`config.mk`:
```
export PLATFORM = sky130hd
export DESIGN_NAME = fisi_top
export DESIGN_NICKNAME = d
export VERILOG_FILES = /design/src/rtl/fisi_pkg.sv /design/src/rtl/fisi_sync.sv /design/src/rtl/fisi_qual.sv /design/src/rtl/fisi_top.sv
export VERILOG_INCLUDE_DIRS = /design/src /design/src/rtl
export SDC_FILE = /design/constraint.sdc
export NUM_CORES = 1
export LEC_CHECK = 0
export ABC_AREA = 1
export BUFFER_PORTS_ARGS = -buffer_cell sky130_fd_sc_hd__buf_2
export CELL_PAD_IN_SITES_DETAIL_PLACEMENT = 0
export CELL_PAD_IN_SITES_GLOBAL_PLACEMENT = 1
export CORE_MARGIN = 10
export CORE_UTILIZATION = 40
export CTS_BUF_LIST = sky130_fd_sc_hd__clkbuf_8
export DETAILED_ROUTE_END_ITERATION = 7
export PLACE_DENSITY = 0.9
export REMOVE_ABC_BUFFERS = 1
export SYNTH_ARGS = -nofsm -noshare
export SYNTH_HDL_FRONTEND = slang
export SYNTH_SLANG_ARGS = --single-unit
```
`constraint.sdc`:
```
create_clock -name REF_CLK -period 2.25 [get_ports REF_CLK]
set_input_delay 0 -clock REF_CLK [delete_from_list [all_inputs] [get_ports REF_CLK]]
set_output_delay 0 -clock REF_CLK [all_outputs]
set_load 0.02 [all_outputs]
```
`src/rtl/fisi_map.svh`:
```
// fisi_map.svh: register offsets, field positions, reset values and
// timing figures of the fault input and status indicator block.
// assumes: included by its bare name from the package and the modules.
`ifndef FISI_MAP_SVH
`define FISI_MAP_SVH

// apb address width and register byte offsets
`define FISI_ADDR_W 8
`define FISI_OFS_CTRL 8'h00
`define FISI_OFS_NODE 8'h04
`define FISI_OFS_STAT 8'h08

// control register fields
`define FISI_CTRL_W 5
`define FISI_CTRL_RST 5'h00
`define FISI_NODE_W 5
`define FISI_NODE_RST 5'h00
`define FISI_NODE_ZERO 5'h00

// status register bit positions
`define FISI_ST_FLT 0
`define FISI_ST_PF 1
`define FISI_ST_SER 2
`define FISI_ST_XBLK 3
`define FISI_ST_IND1 4
`define FISI_ST_IND2 5
`define FISI_ST_INIT 6
`define FISI_ST_W 7

// timing figures, clock in MHz, times in microseconds, stream stable count in cycles
`define FISI_CLK_MHZ 50
`define FISI_PF_QUAL_US 700
`define FISI_DSR_LOW_US 44
`define FISI_BLINK_HALF_US 250000
`define FISI_DISTORT_US 40
`define FISI_MAN_STABLE 3

`endif

```
`src/rtl/fisi_pkg.sv`:
```
// fisi_pkg.sv: types shared by the fault input and indicator modules.
// assumes: fisi_map.svh sits on the include path.
`include "fisi_map.svh"

package fisi_pkg;

    // operating mode of the device
    typedef enum logic [1:0] {
        FISI_SLAVE,
        FISI_MASTER,
        FISI_REPEATER,
        FISI_MONITOR
    } fisi_mode_e;

    // control register layout, msb first
    typedef struct packed {
        logic dual;
        logic ext;
        logic pol;
        fisi_mode_e mode;
    } fisi_ctrl_s;

    // lamp request, one means the lamp is lit
    typedef struct packed {
        logic red;
        logic green;
    } fisi_lamp_s;

endpackage : fisi_pkg

```
`src/rtl/fisi_sync.sv`:
```
// fisi_sync.sv: two flip-flop level synchroniser.
// assumes: one clock, asynchronous active low reset.
`timescale 1ns/10ps
`default_nettype none

module fisi_sync #(
    parameter int W = 1
) (
    // clock and reset
    input wire logic clk,
    input wire logic rst_n,
    // level in and out
    input wire logic [W-1:0] d,
    output logic [W-1:0] q
);

    logic [W-1:0] meta_r;

    // first stage feeds only the second
    always_ff @(posedge clk or negedge rst_n) begin
        if (!rst_n) begin
            meta_r <= '0;
            q <= '0;
        end else begin
            meta_r <= d;
            q <= meta_r;
        end
    end

endmodule : fisi_sync

`default_nettype wire

```
`src/rtl/fisi_qual.sv`:
```
// fisi_qual.sv: qualifies a level held for a run of consecutive cycles.
// assumes: one clock, asynchronous active low reset.
`timescale 1ns/10ps
`default_nettype none

module fisi_qual #(
    parameter int CNT = 4
) (
    // clock and reset
    input wire logic clk,
    input wire logic rst_n,
    // level to qualify and qualified result
    input wire logic en,
    output logic done
);

    localparam int CW = $clog2(CNT + 1);
    localparam logic [CW-1:0] LAST = CW'(CNT - 1);

    logic [CW-1:0] cnt_r;

    // counter restarts from zero whenever the level drops
    always_ff @(posedge clk or negedge rst_n) begin
        if (!rst_n) begin
            cnt_r <= '0;
            done <= 1'b0;
        end else if (!en) begin
            cnt_r <= '0;
            done <= 1'b0;
        end else if (!done) begin
            cnt_r <= cnt_r + CW'(1);
            done <= (cnt_r == LAST);
        end
    end

endmodule : fisi_qual

`default_nettype wire

```
`src/rtl/fisi_top.sv`:
```
// fisi_top.sv: fault input, power fail and indicator output logic with
// an apb register slave.
// assumes: all pin inputs synchronous to REF_CLK at 50 MHz; the pads
// resolve the open-drain indicator pins from the output enables.
`timescale 1ns/10ps
`default_nettype none

`include "fisi_map.svh"

// Functional notes
// - slave mode: fault input drives status bit
// - polarity clear: high input means fault
// - polarity set: invert input before everything
// - fault input synchronised before status bit
// - power fail after 0.7 ms low
// - no power fail during initialisation
// - second indicator off unless ext/dual
// - dual lamp uses combined colour patterns
// - communication established shows steady green
// - blocked, monitor or watchdog: no-exchange pattern
// - extended, address zero: awaiting-address pattern
// - periphery fault: red flashes; dual lamp alternates green and red
// - strobe low over 44 us: serious
// - flashing patterns toggle near 2 Hz
// - addressing channel overrides first indicator
// - dual lamp: second off during addressing
// - other modes: first indicator carries stream
// - data inputs equal: active high stream
// - remove jitter from forwarded stream
// - failed telegram distorts forwarded stream
// - other modes: second indicator released
// - exchange block set by reset, cleared
// - strobe still low after init: serious
module fisi_top
    import fisi_pkg::*;
#(
    parameter int PF_QUAL_CYC = `FISI_PF_QUAL_US * `FISI_CLK_MHZ,
    parameter int BLINK_HALF_CYC = `FISI_BLINK_HALF_US * `FISI_CLK_MHZ
) (
    // clock and reset
    input wire logic REF_CLK,
    input wire logic NRST,
    // apb slave
    input wire logic PSEL,
    input wire logic PENABLE,
    input wire logic PWRITE,
    input wire logic [`FISI_ADDR_W-1:0] PADDR,
    input wire logic [31:0] PWDATA,
    output logic [31:0] PRDATA,
    output logic PREADY,
    output logic PSLVERR,
    // fault, power fail and strobe pins
    input wire logic FAULT_INDICATION_INPUT,
    input wire logic PF_COMPARATOR_LOW,
    input wire logic DATA_STROBE_N,
    input wire logic DATA_INPUT_TWO,
    input wire logic DATA_INPUT_THREE,
    // device core events and state
    input wire logic INIT_BUSY,
    input wire logic PARAM_WRITE_CALL,
    input wire logic COMM_NO_EXCHANGE,
    input wire logic WDOG_RESET_SEEN,
    input wire logic ADDR_CH_ACTIVE,
    input wire logic ADDR_CH_TX,
    input wire logic MAN_STREAM_IN,
    input wire logic TELEGRAM_ERROR,
    // status results
    output logic PERIPHERY_FAULT_STATUS_BIT,
    output logic POWER_FAIL_PARAMETER_PIN,
    output logic EXCHANGE_BLOCK,
    // first indicator, open drain
    input wire logic FIRST_INDICATOR_PIN,
    output logic FIRST_INDICATOR_DRIVE,
    output logic FIRST_INDICATOR_OE,
    // second indicator, open drain
    input wire logic SECOND_INDICATOR_PIN,
    output logic SECOND_INDICATOR_DRIVE,
    output logic SECOND_INDICATOR_OE
);

    localparam int DSR_CYC = `FISI_DSR_LOW_US * `FISI_CLK_MHZ;
    localparam int DIST_CYC = `FISI_DISTORT_US * `FISI_CLK_MHZ;
    localparam int BW = $clog2(BLINK_HALF_CYC + 1);
    localparam int DW = $clog2(DIST_CYC + 1);
    localparam int MW = $clog2(`FISI_MAN_STABLE + 1);
    localparam logic [BW-1:0] BLINK_LAST = BW'(BLINK_HALF_CYC - 1);
    localparam logic [DW-1:0] DIST_LOAD = DW'(DIST_CYC);
    localparam logic [MW-1:0] MAN_LAST = MW'(`FISI_MAN_STABLE - 1);

    // registers
    fisi_ctrl_s ctrl_r;
    logic [`FISI_NODE_W-1:0] node_r;
    logic pready_r;
    logic pslverr_r;
    logic [31:0] prdata_r;
    logic flt_r;
    logic pf_r;
    logic ser_r;
    logic xblk_r;
    logic ind1_oe_r;
    logic ind2_oe_r;
    logic [BW-1:0] blink_cnt_r;
    logic phase_r;
    logic man_cand_r;
    logic [MW-1:0] man_cnt_r;
    logic man_q_r;
    logic [DW-1:0] dist_cnt_r;

    // wires
    logic flt_proc;
    logic flt_sync;
    logic pf_done;
    logic dsr_done;
    fisi_lamp_s lamp;

    // apb decode
    wire apb_setup = PSEL & ~PENABLE;
    wire apb_access = PSEL & PENABLE & pready_r;
    wire apb_wr = apb_access & PWRITE;
    wire hit_ctrl = (PADDR == `FISI_OFS_CTRL);
    wire hit_node = (PADDR == `FISI_OFS_NODE);
    wire hit_stat = (PADDR == `FISI_OFS_STAT);
    wire mapped = hit_ctrl | hit_node | hit_stat;

    // mode decode
    wire is_slave = (ctrl_r.mode == FISI_SLAVE);
    wire pf_mode = (ctrl_r.mode == FISI_MASTER) |
        (ctrl_r.mode == FISI_MONITOR);

    // status word
    logic [`FISI_ST_W-1:0] stat_w;
    always_comb begin
        stat_w = '0;
        stat_w[`FISI_ST_FLT] = flt_r;
        stat_w[`FISI_ST_PF] = pf_r;
        stat_w[`FISI_ST_SER] = ser_r;
        stat_w[`FISI_ST_XBLK] = xblk_r;
        stat_w[`FISI_ST_IND1] = FIRST_INDICATOR_PIN;
        stat_w[`FISI_ST_IND2] = SECOND_INDICATOR_PIN;
        stat_w[`FISI_ST_INIT] = INIT_BUSY;
    end

    // read data selection
    wire [31:0] rd_mux = hit_ctrl ?
        {{(32-`FISI_CTRL_W){1'b0}}, ctrl_r} :
        hit_node ? {{(32-`FISI_NODE_W){1'b0}}, node_r} :
        hit_stat ? {{(32-`FISI_ST_W){1'b0}}, stat_w} : 32'h0000_0000;

    // apb answer: ready in the first access cycle
    // read data is captured at setup and stands through the access
    always_ff @(posedge REF_CLK or negedge NRST) begin
        if (!NRST) begin
            pready_r <= 1'b0;
            pslverr_r <= 1'b0;
            prdata_r <= 32'h0000_0000;
        end else begin
            pready_r <= apb_setup;
            pslverr_r <= apb_setup & ~mapped;
            prdata_r <= (apb_setup & ~PWRITE) ? rd_mux : 32'h0000_0000;
        end
    end

    // writable control registers
    always_ff @(posedge REF_CLK or negedge NRST) begin
        if (!NRST) begin
            ctrl_r <= fisi_ctrl_s'(`FISI_CTRL_RST);
            node_r <= `FISI_NODE_RST;
        end else begin
            if (apb_wr & hit_ctrl)
                ctrl_r <= fisi_ctrl_s'(PWDATA[`FISI_CTRL_W-1:0]);
            if (apb_wr & hit_node)
                node_r <= PWDATA[`FISI_NODE_W-1:0];
        end
    end

    // fault input: polarity first, then synchroniser
    assign flt_proc = FAULT_INDICATION_INPUT ^ ctrl_r.pol;

    fisi_sync #(
        .W(1)
    ) u_flt_sync (
        .clk(REF_CLK),
        .rst_n(NRST),
        .d(flt_proc),
        .q(flt_sync)
    );

    // power fail qualification, restarts on recovery or init
    // a change to slave or repeater mode also restarts it; master to monitor keeps the count
    fisi_qual #(
        .CNT(PF_QUAL_CYC)
    ) u_pf_qual (
        .clk(REF_CLK),
        .rst_n(NRST),
        .en(PF_COMPARATOR_LOW & pf_mode & ~INIT_BUSY),
        .done(pf_done)
    );

    // strobe low time qualification
    fisi_qual #(
        .CNT(DSR_CYC)
    ) u_dsr_qual (
        .clk(REF_CLK),
        .rst_n(NRST),
        .en(~DATA_STROBE_N),
        .done(dsr_done)
    );

    // status flags
    // serious fault is held back until initialisation is over
    always_ff @(posedge REF_CLK or negedge NRST) begin
        if (!NRST) begin
            flt_r <= 1'b0;
            pf_r <= 1'b0;
            ser_r <= 1'b0;
        end else begin
            flt_r <= flt_sync & is_slave;
            pf_r <= pf_done & pf_mode & ~INIT_BUSY;
            ser_r <= dsr_done & ~INIT_BUSY & is_slave;
        end
    end

    // exchange block: only reset sets it, first parameter write clears
    always_ff @(posedge REF_CLK or negedge NRST) begin
        if (!NRST)
            xblk_r <= 1'b1;
        else if (PARAM_WRITE_CALL)
            xblk_r <= 1'b0;
    end

    // flash phase generator
    // one free-running phase keeps every flashing pattern in step
    always_ff @(posedge REF_CLK or negedge NRST) begin
        if (!NRST) begin
            blink_cnt_r <= '0;
            phase_r <= 1'b0;
        end else if (blink_cnt_r == BLINK_LAST) begin
            blink_cnt_r <= '0;
            phase_r <= ~phase_r;
        end else begin
            blink_cnt_r <= blink_cnt_r + BW'(1);
        end
    end

    // slave indication pattern, highest priority first
    wire no_exch = xblk_r | COMM_NO_EXCHANGE | WDOG_RESET_SEEN;
    wire addr0 = ctrl_r.ext & (node_r == `FISI_NODE_ZERO);
    always_comb begin
        lamp = '{red: 1'b0, green: 1'b1};
        if (ser_r) begin
            if (ctrl_r.dual)
                lamp = '{red: phase_r, green: 1'b0};
            else
                lamp = '{red: 1'b1, green: phase_r};
        end else if (flt_r) begin
            if (ctrl_r.dual)
                lamp = '{red: phase_r, green: ~phase_r};
            else
                lamp = '{red: phase_r, green: 1'b1};
        end else if (addr0) begin
            if (ctrl_r.dual)
                lamp = '{red: 1'b1, green: phase_r};
            else
                lamp = '{red: phase_r, green: 1'b0};
        end else if (no_exch) begin
            if (ctrl_r.dual)
                lamp = '{red: 1'b1, green: 1'b0};
            else
                lamp = '{red: 1'b1, green: 1'b1};
        end
    end

    // stream resync: accept a level only once it is stable
    // pulses no longer than the stable count are dropped as jitter
    always_ff @(posedge REF_CLK or negedge NRST) begin
        if (!NRST) begin
            man_cand_r <= 1'b0;
            man_cnt_r <= '0;
            man_q_r <= 1'b0;
        end else if (MAN_STREAM_IN != man_cand_r) begin
            man_cand_r <= MAN_STREAM_IN;
            man_cnt_r <= '0;
        end else if (man_cnt_r != MAN_LAST) begin
            man_cnt_r <= man_cnt_r + MW'(1);
        end else begin
            man_q_r <= man_cand_r;
        end
    end

    // telegram error holds the stream active for a long stretch
    // a long active stretch cannot decode as a valid pulse sequence
    always_ff @(posedge REF_CLK or negedge NRST) begin
        if (!NRST)
            dist_cnt_r <= '0;
        else if (TELEGRAM_ERROR)
            dist_cnt_r <= DIST_LOAD;
        else if (dist_cnt_r != '0)
            dist_cnt_r <= dist_cnt_r - DW'(1);
    end

    // forwarded stream with polarity from the data inputs
    wire stream = man_q_r | (dist_cnt_r != '0);
    wire man_inv = DATA_INPUT_TWO ^ DATA_INPUT_THREE;
    wire man_lvl = stream ^ man_inv;

    // pin levels, one means released
    // the addressing channel wins over every status pattern on the first indicator
    wire ind2_en = ctrl_r.ext | ctrl_r.dual;
    wire ind1_slave = ADDR_CH_ACTIVE ? ADDR_CH_TX : ~lamp.red;
    wire ind2_off = ~ind2_en | (ADDR_CH_ACTIVE & ctrl_r.dual);
    wire ind2_slave = ind2_off | ~lamp.green;
    wire ind1_lvl = is_slave ? ind1_slave : man_lvl;
    wire ind2_lvl = is_slave ? ind2_slave : 1'b1;

    // open-drain drivers pull low when the level is zero
    always_ff @(posedge REF_CLK or negedge NRST) begin
        if (!NRST) begin
            ind1_oe_r <= 1'b0;
            ind2_oe_r <= 1'b0;
        end else begin
            ind1_oe_r <= ~ind1_lvl;
            ind2_oe_r <= ~ind2_lvl;
        end
    end

    // outputs
    assign PRDATA = prdata_r;
    assign PREADY = pready_r;
    assign PSLVERR = pslverr_r;
    assign PERIPHERY_FAULT_STATUS_BIT = flt_r;
    assign POWER_FAIL_PARAMETER_PIN = pf_r;
    assign EXCHANGE_BLOCK = xblk_r;
    assign FIRST_INDICATOR_DRIVE = 1'b0; // open drain only pulls low
    assign FIRST_INDICATOR_OE = ind1_oe_r;
    assign SECOND_INDICATOR_DRIVE = 1'b0;
    assign SECOND_INDICATOR_OE = ind2_oe_r;

endmodule : fisi_top

`default_nettype wire

```
==> metrics.csv, run 1 <==
metric;value;unit
clock root cell;clkbuf_8;
Starting Density;41.1;%
Buffers on Ports;46;
Critical Path Max Stage Delay;440;ps
max_cap viols;0;
CTS tree;built;
Post-synth top flop;dfrtp_1;
GRT overflow;0;
Final Wtd Congestion;0.844;
Post-Route Setup TNS;0;ps
synth warn;0;
Worst-Margin Slew;515;ps
Worst Skew;10.2;ps
Setup CP Type;reg -> reg;
core region area;13300;sq um
vias post-DR;4560;
mapped cell area;5480;sq um
critical path's slowest cell;dfrtp_1;
Syn-to-layout area delta;13.0;%
DP Wirelength;9.16;mm
Worst VDD drop;0.000239;V
Hold WS;40.0;ps
Tot Pwr;3320;uW
Die H;137;um
worst endpoint required time;2520;ps
Crit Path Max Fanout;12;
leakage power;0.00309;uW
first-pass GRT wire length;20.8;mm
Post-DRT Antenna Nets;0;
H-tree levels;3;
largest net degree at the start of global routing;60;
Ant. Diodes;0;
CTS clock-pin slew for the worst setup and hold paths;90;ps
# rows;42;
number of synthesized flops with an enable pin;0;
Slew headroom;65.6;%
sequential fraction of the synthesis area;44.3;%
Yosys cell types;39;
pwr dens;536;nW/um^2
clock buffer depth;2;
Tcrit/Tclk final;74.4;%
die area;18800;sq um
wire length per cell;12.3;um
status;complete, no violations;
Synth async-reset ratio;100;%
GRT Resource Usage Total;13.7;%
non-filler cells, final;983;
Starting DRT DRC Count;285;
I/O pin total;101;
WL final;12.0;mm
startpoint types;register;
via density per instance;4.64;
most frequent cells in the layout;nand2_1 (170), inv_1 (111), nor2_1 (102);
First-pass DRT Iterations;4;
Core Util, Final;46.4;%
maximum clock frequency;0.597;GHz
DRC Markers;0;
most common cell after layout, fill and taps aside;nand2_1;
Num CTS Buffers;9;
placed insts;949;
Seq cells post-synth;97;
RSZ-0062 raised after global routing;false;
Mapped Cells;734;
Fin. Hold Viols;0;
die width;137;um
Slew Limit Fails;0;
CP Capture Type;register;
Final Net Count;868;
Sink Count;97;
Worst-Skew Late Latency;370;ps
Tmin final;1670;ps
Worst Hold Class;in -> reg;
worst path arrival time;1940;ps
number of global-route vias before repair;4427;
layout cells sized above 1;11.4;%
Mean Syn Cell Area;7.47;sq um
cell mode on critical path;nor2_4;
initial antenna violation count;0;
crit path cell chain;ha_1 > nand2_2 > nor2_4 > inv_2 > nor2_4 > nand3_4 > clkinv_4 > nor2_1;
# setup viols final;0;
-- routing by layer --
metal	vias to the layer above	part of all wire [%]	global-route usage (%)	wire (um)
met1	2075	46	17.0	5500
met4	0	1.4	4.27	167
met5	-	0	0	0
met2	71	48	22.8	5810
li1	2398	-	-	-
met3	16	4.7	3.37	572
-- sequential cells by signal, indices dropped and copies added, names as in the netlist, 2 cells and up --
signal,flops
dist_cnt_r,11
node_r,5
u_pf_qual.cnt_r,16
man_cnt_r,2
blink_cnt_r,24
ctrl_r,5
PRDATA,7
u_dsr_qual.cnt_r,12
-- worst paths after layout --
check / slack (ps) / start / endpoint / depth (start not counted)
hold / removal: 40 / PADDR[2] / PRDATA[6] / 4
setup reg to reg: 580 / blink_cnt_r[0] / blink_cnt_r[11] / 8
max in group asynchronous: 1410 / NRST / EXCHANGE_BLOCK / 3
hold reg to reg: 370 / u_flt_sync.meta_r / u_flt_sync.q / 0
setup / recovery: 580 / blink_cnt_r[0] / blink_cnt_r[11] / 8
min in group asynchronous: 120 / NRST / dist_cnt_r[7] / 2
-- cells by family (layout without fill, tap and decap cells) --
logic type | count (synthesis) | after routing | synth area share [%]
AOI/OAI and AO/OA | 65 | 65 | 6.35
xor gates and xnor gates | 19 | 19 | 3.04
adders and majority gates | 6 | 6 | 1.37
buffers and inverters | 147 | 194 | 12.4
DFF | 97 | 97 | 44.3
other | 1 | 27 | 0.0684
and+or+nand+nor | 399 | 399 | 32.5
-- power breakdown --
| part | switching, uW | internal (uW) |
|---|---|---|
| Combinational | 202 | 107 |
| Sequential | 33.2 | 1790 |
| Clock | 621 | 573 |
-- timing repair --
action | 4_1_cts | 5_1_grt
hold endpoints to repair | 71 | 0
resized for setup | 0 | 0
hold buffers | 18 | 0
setup buffers | 0 | 0
-- stage by stage --
stage	cell area [sq um]	setup slack, ps
final	6190	576
after global routing	6190	363
after CTS	6190	530
after detailed placement	5810	562
after global placement	5810	588
after floorplan	5330	805
-- synthesized netlist by cell type, types with 5 or more instances --
cell type  number  area, sq um
nor3_1         15         75.1
a21oi_1        23          115
o21ai_1         7         35.0
inv_1         110          413
nand3_1        51          255
clkbuf_1        5         18.8
nand4_1        26          163
o21ai_0        27          135
nor2_2         14         87.6
dfrtp_1        96         2400
nand2_1       170          638
ha_1            6         75.1
nor2_1        102          383
xor2_1         16          140
buf_4          27          203
-- critical path, delay by kind of cell, from the launching register on --
family	cells	cell delay, ps
AND/OR/NAND/NOR	5	550
flip-flops	1	440
adder cells (fa/ha/maj)	1	330
buffers and inverters	2	240
-- layout make-up --
class                   count  area (sq um)
multi-input cells         516          2470
repair buffers             66           440
clock inverters             5          55.1
flip-flops and latches     97          2430
inverters                 112           425
well taps                 176           220
clock buffers              11           151
fillers                  1352          7150
(Power assumes the default switching activity.)
==> run 2: changes to the inputs <==
ABC_AREA = 0   (was 1)
PLACE_DENSITY = 0.87   (was 0.9)
clock period = 1.61 ns   (was 2.25 ns; I/O delays follow)
==> metrics.csv, run 2 <==
metric;value;unit;change
met2 global-route usage;23.6;%;+0.77 points
worst path arrival time;1950;ps;about the same
Worst VDD drop;0.000398;V;+66%
Core Util, Final;54.0;%;+7.6 points
DRC Markers;0;;unchanged
initial antenna violation count;0;;unchanged
H-tree levels;3;;unchanged
clock buffer depth;2;;unchanged
crit path cell chain;nand4_1 > or4_4 > or3_1 > a21oi_2;;
CP Capture Type;register;;
Synth Area in Simple Gates;23.5;%;-9.0 points
Post-Route Setup TNS;-78.0;ps;-78.0 ps
busiest grt layer;met2;;
mapped cell area;4880;sq um;-11%
via density per instance;5.16;;+11%
Worst Hold Class;in -> reg;;
WL final;12.0;mm;-0.36%
GRT overflow;0;;unchanged
# rows;40;;-4.8%
Ant. Diodes;0;;unchanged
maximum clock frequency;0.605;GHz;+1.3%
Final Wtd Congestion;0.854;;+1.2%
Hold WS;-2.34;ps;-42.3 ps
failing checks;negative hold slack, negative setup slack;;
largest net degree at the start of global routing;57;;-5.0%
Setup CP Type;reg -> reg;;
Final Net Count;701;;-19%
Fin. Hold Viols;1;;+1
Synth top area share;49.2;%;+5.4 points
leakage power;0.00286;uW;-7.6%
wire length per cell;15.3;um;+24%
CTS tree;built;;
startpoint types;register;;
GRT Resource Usage Total;13.8;%;+0.13 points
Synth area leaders;dfrtp_1 (49%), xnor2_1 (5.4%), nor2_1 (4.6%);;
Synth area leader;dfrtp_1;;
Final WS setup;-43.3;ps;-619 ps
max FFs per register;24;;unchanged
Synth async-reset ratio;100;%;unchanged
Mapped Cells;487;;-34%
most common cell after layout, fill and taps aside;dfrtp_1;;
Tcrit/Tclk final;103;%;+28 points
top-count cell post-synth;dfrtp_1;;
Psw;1220;uW;+43%
Buffers on Ports;46;;unchanged
Tmin final;1650;ps;-21.0 ps
Seq cells post-synth;97;;unchanged
Logic pwr share;11.4;%;+2.1 points
mux contribution to synthesized area;4.61;%;+4.6 points
Crit Path Max Fanout;6;;-6
Worst Skew;10.4;ps;+0.229 ps
Syn-to-layout area delta;32.2;%;
Num CTS Buffers;9;;unchanged
Post-DRT Antenna Nets;0;;unchanged
Starting Density;40.8;%;-0.23 points
Synth Area in Compound Gates;6.99;%;+0.65 points
Mean Syn Cell Area;10.0;sq um;+34%
Sink Count;97;;unchanged
core region area;12000;sq um;-10%
met3 Track Usage GR;2.05;%;-1.3 points
Post-Synth Adder-Cell Area;1.54;%;+0.17 points
GRT met1 Usage;17.3;%;+0.30 points
vias post-DR;4064;;-11%
Worst-Margin Slew;497;ps;-18.4 ps
# setup viols final;3;;+3
die width;130;um;-4.8%
Largest regs;blink_cnt_r (24), u_pf_qual.cnt_r (16), u_dsr_qual.cnt_r (12);;
max_cap viols;0;;unchanged
Critical Path Max Stage Delay;560;ps;+120 ps
worst endpoint required time;1910;ps;-610 ps
first-pass GRT wire length;19.4;mm;-7.0%
synth warn;0;;unchanged
layout cells sized above 1;31.4;%;+20 points
synth cell count leaders;dfrtp_1 (96), nor2_1 (60), xnor2_1 (30);;
Slew Limit Fails;0;;unchanged
I/O pin total;101;;unchanged
Biggest register;blink_cnt_r;;
Synth Area in XOR/XNOR;7.35;%;+4.3 points
Seq pwr share;50.7;%;-4.1 points
switch share;24.3;%;-1.5 points
Die H;130;um;-4.8%
worst path bufs/invs;0;;-2
Post-synth top flop;dfrtp_1;;
Clock Power Share;37.9;%;+2.0 points
Slew headroom;66.8;%;+1.2 points
Starting DRT DRC Count;321;;+13%
sequential fraction of the synthesis area;49.7;%;+5.4 points
largest family of logic cells by synthesized area;simple AND/OR/NAND/NOR gates;;
DP Wirelength;8.54;mm;-6.8%
pwr dens;781;nW/um^2;+46%
Pint;3820;uW;+55%
CTS clock-pin slew for the worst setup and hold paths;100;ps;about the same
First-pass DRT Iterations;4;;unchanged
delay-heaviest family, CP;simple AND/OR/NAND/NOR gates;;
most frequent cells in the layout;dfrtp_1 (96), buf_4 (76), nor2_1 (58);;
Worst-Skew Late Latency;370;ps;about the same
critical path's slowest cell;or4_4;;
Yosys cell types;50;;+28%
status;complete, but fails checks;;
die area;17000;sq um;-9.3%
number of global-route vias before repair;4138;;-6.5%
RSZ-0062 raised after global routing;true;;
clock root cell;clkbuf_8;;
number of synthesized flops with an enable pin;0;;unchanged
## run 2: changes by cell type in the layout (fill, tap and decap cells not counted), moves of 12 or more
cell     change
buf_4       +74
xnor2_1     +27
nand4_1     -12
nor2_1      -44
nand2_1    -143
nand3_1     -37
nor2_2      -12
inv_1       -96
o21ai_0     -15
## run 2: cell families after synthesis
| logic type | Yosys count |
|---|---|
| and+or+nand+nor | 211 |
| muxes | 21 |
| DFF | 97 |
| buffers and inverters | 54 |
| adders and majority gates | 6 |
| other | 1 |
| xor gates and xnor gates | 41 |
| AOI/OAI and AO/OA | 56 |
## run 2: layout make-up
cell class	instances	area, sq um
inverters	17	63.8
multi-input cells	362	2450
flip-flops and latches	97	2430
well taps	147	184
fillers	1005	5510
repair buffers	148	1080
clock inverters	6	106
clock buffers	10	138
## run 2: final timing paths
kind | start | to | depth (start not counted) | slack [ps]
worst max-delay path | blink_cnt_r[7] | blink_cnt_r[13] | 4 | -40
max in group asynchronous | NRST | EXCHANGE_BLOCK | 3 | 940
worst max register to register | blink_cnt_r[7] | blink_cnt_r[13] | 4 | -40
worst min register to register | u_flt_sync.meta_r | u_flt_sync.q | 0 | 360
worst min-delay path | ADDR_CH_ACTIVE | FIRST_INDICATOR_OE | 3 | -2
min in group asynchronous | NRST | man_q_r | 2 | 10
## run 2: layer usage
metal | part of all wire (%) | wire length, um
met1 | 43 | 5130
met2 | 51 | 6160
met3 | 4.3 | 516
met4 | 1.6 | 193
met5 | 0 | 0
## run 2: stage by stage
| step | setup slack (ps) | total power (uW) | std cells | cell area, sq um |
|---|---|---|---|---|
| 2_1_floorplan | -152 | 2860 | 476 | 4740 |
| 3_3_place_gp | -130 | 3070 | 738 | 5690 |
| 3_5_place_dp | -174 | 3100 | 738 | 5690 |
| 4_1_cts | -58.0 | 5050 | 781 | 6240 |
| 5_1_grt | -90.7 | 5250 | 787 | 6460 |
| 6_report | -43.3 | 5040 | 787 | 6460 |
## run 2: worst reg2reg max path: stages, from the launching register on
cell	delay, ps
dfrtp_1	390
nand4_1	160
or4_4	560
or3_1	340
a21oi_2	130
## run 2: what timing repair did
| action | in CTS | in global routing |
|---|---|---|
| gates resized for setup | 13 | 44 |
| hold buffers | 20 | 0 |
| pin swaps | 11 | 23 |
| setup endpoints to repair | 22 | 29 |
| buffers inserted | 7 | 5 |
| cloned | 0 | 1 |
| endpoints found under the hold margin | 144 | 0 |
## run 2: power groups by stage
stage | Sequential, uW | Combinational [uW] | Clock, uW
6_report | 2560 | 574 | 1910
5_1_grt | 2560 | 649 | 2040
4_1_cts | 2560 | 543 | 1940
3_5_place_dp | 2600 | 498 | 0
3_3_place_gp | 2590 | 474 | 0
2_1_floorplan | 2600 | 262 | 0
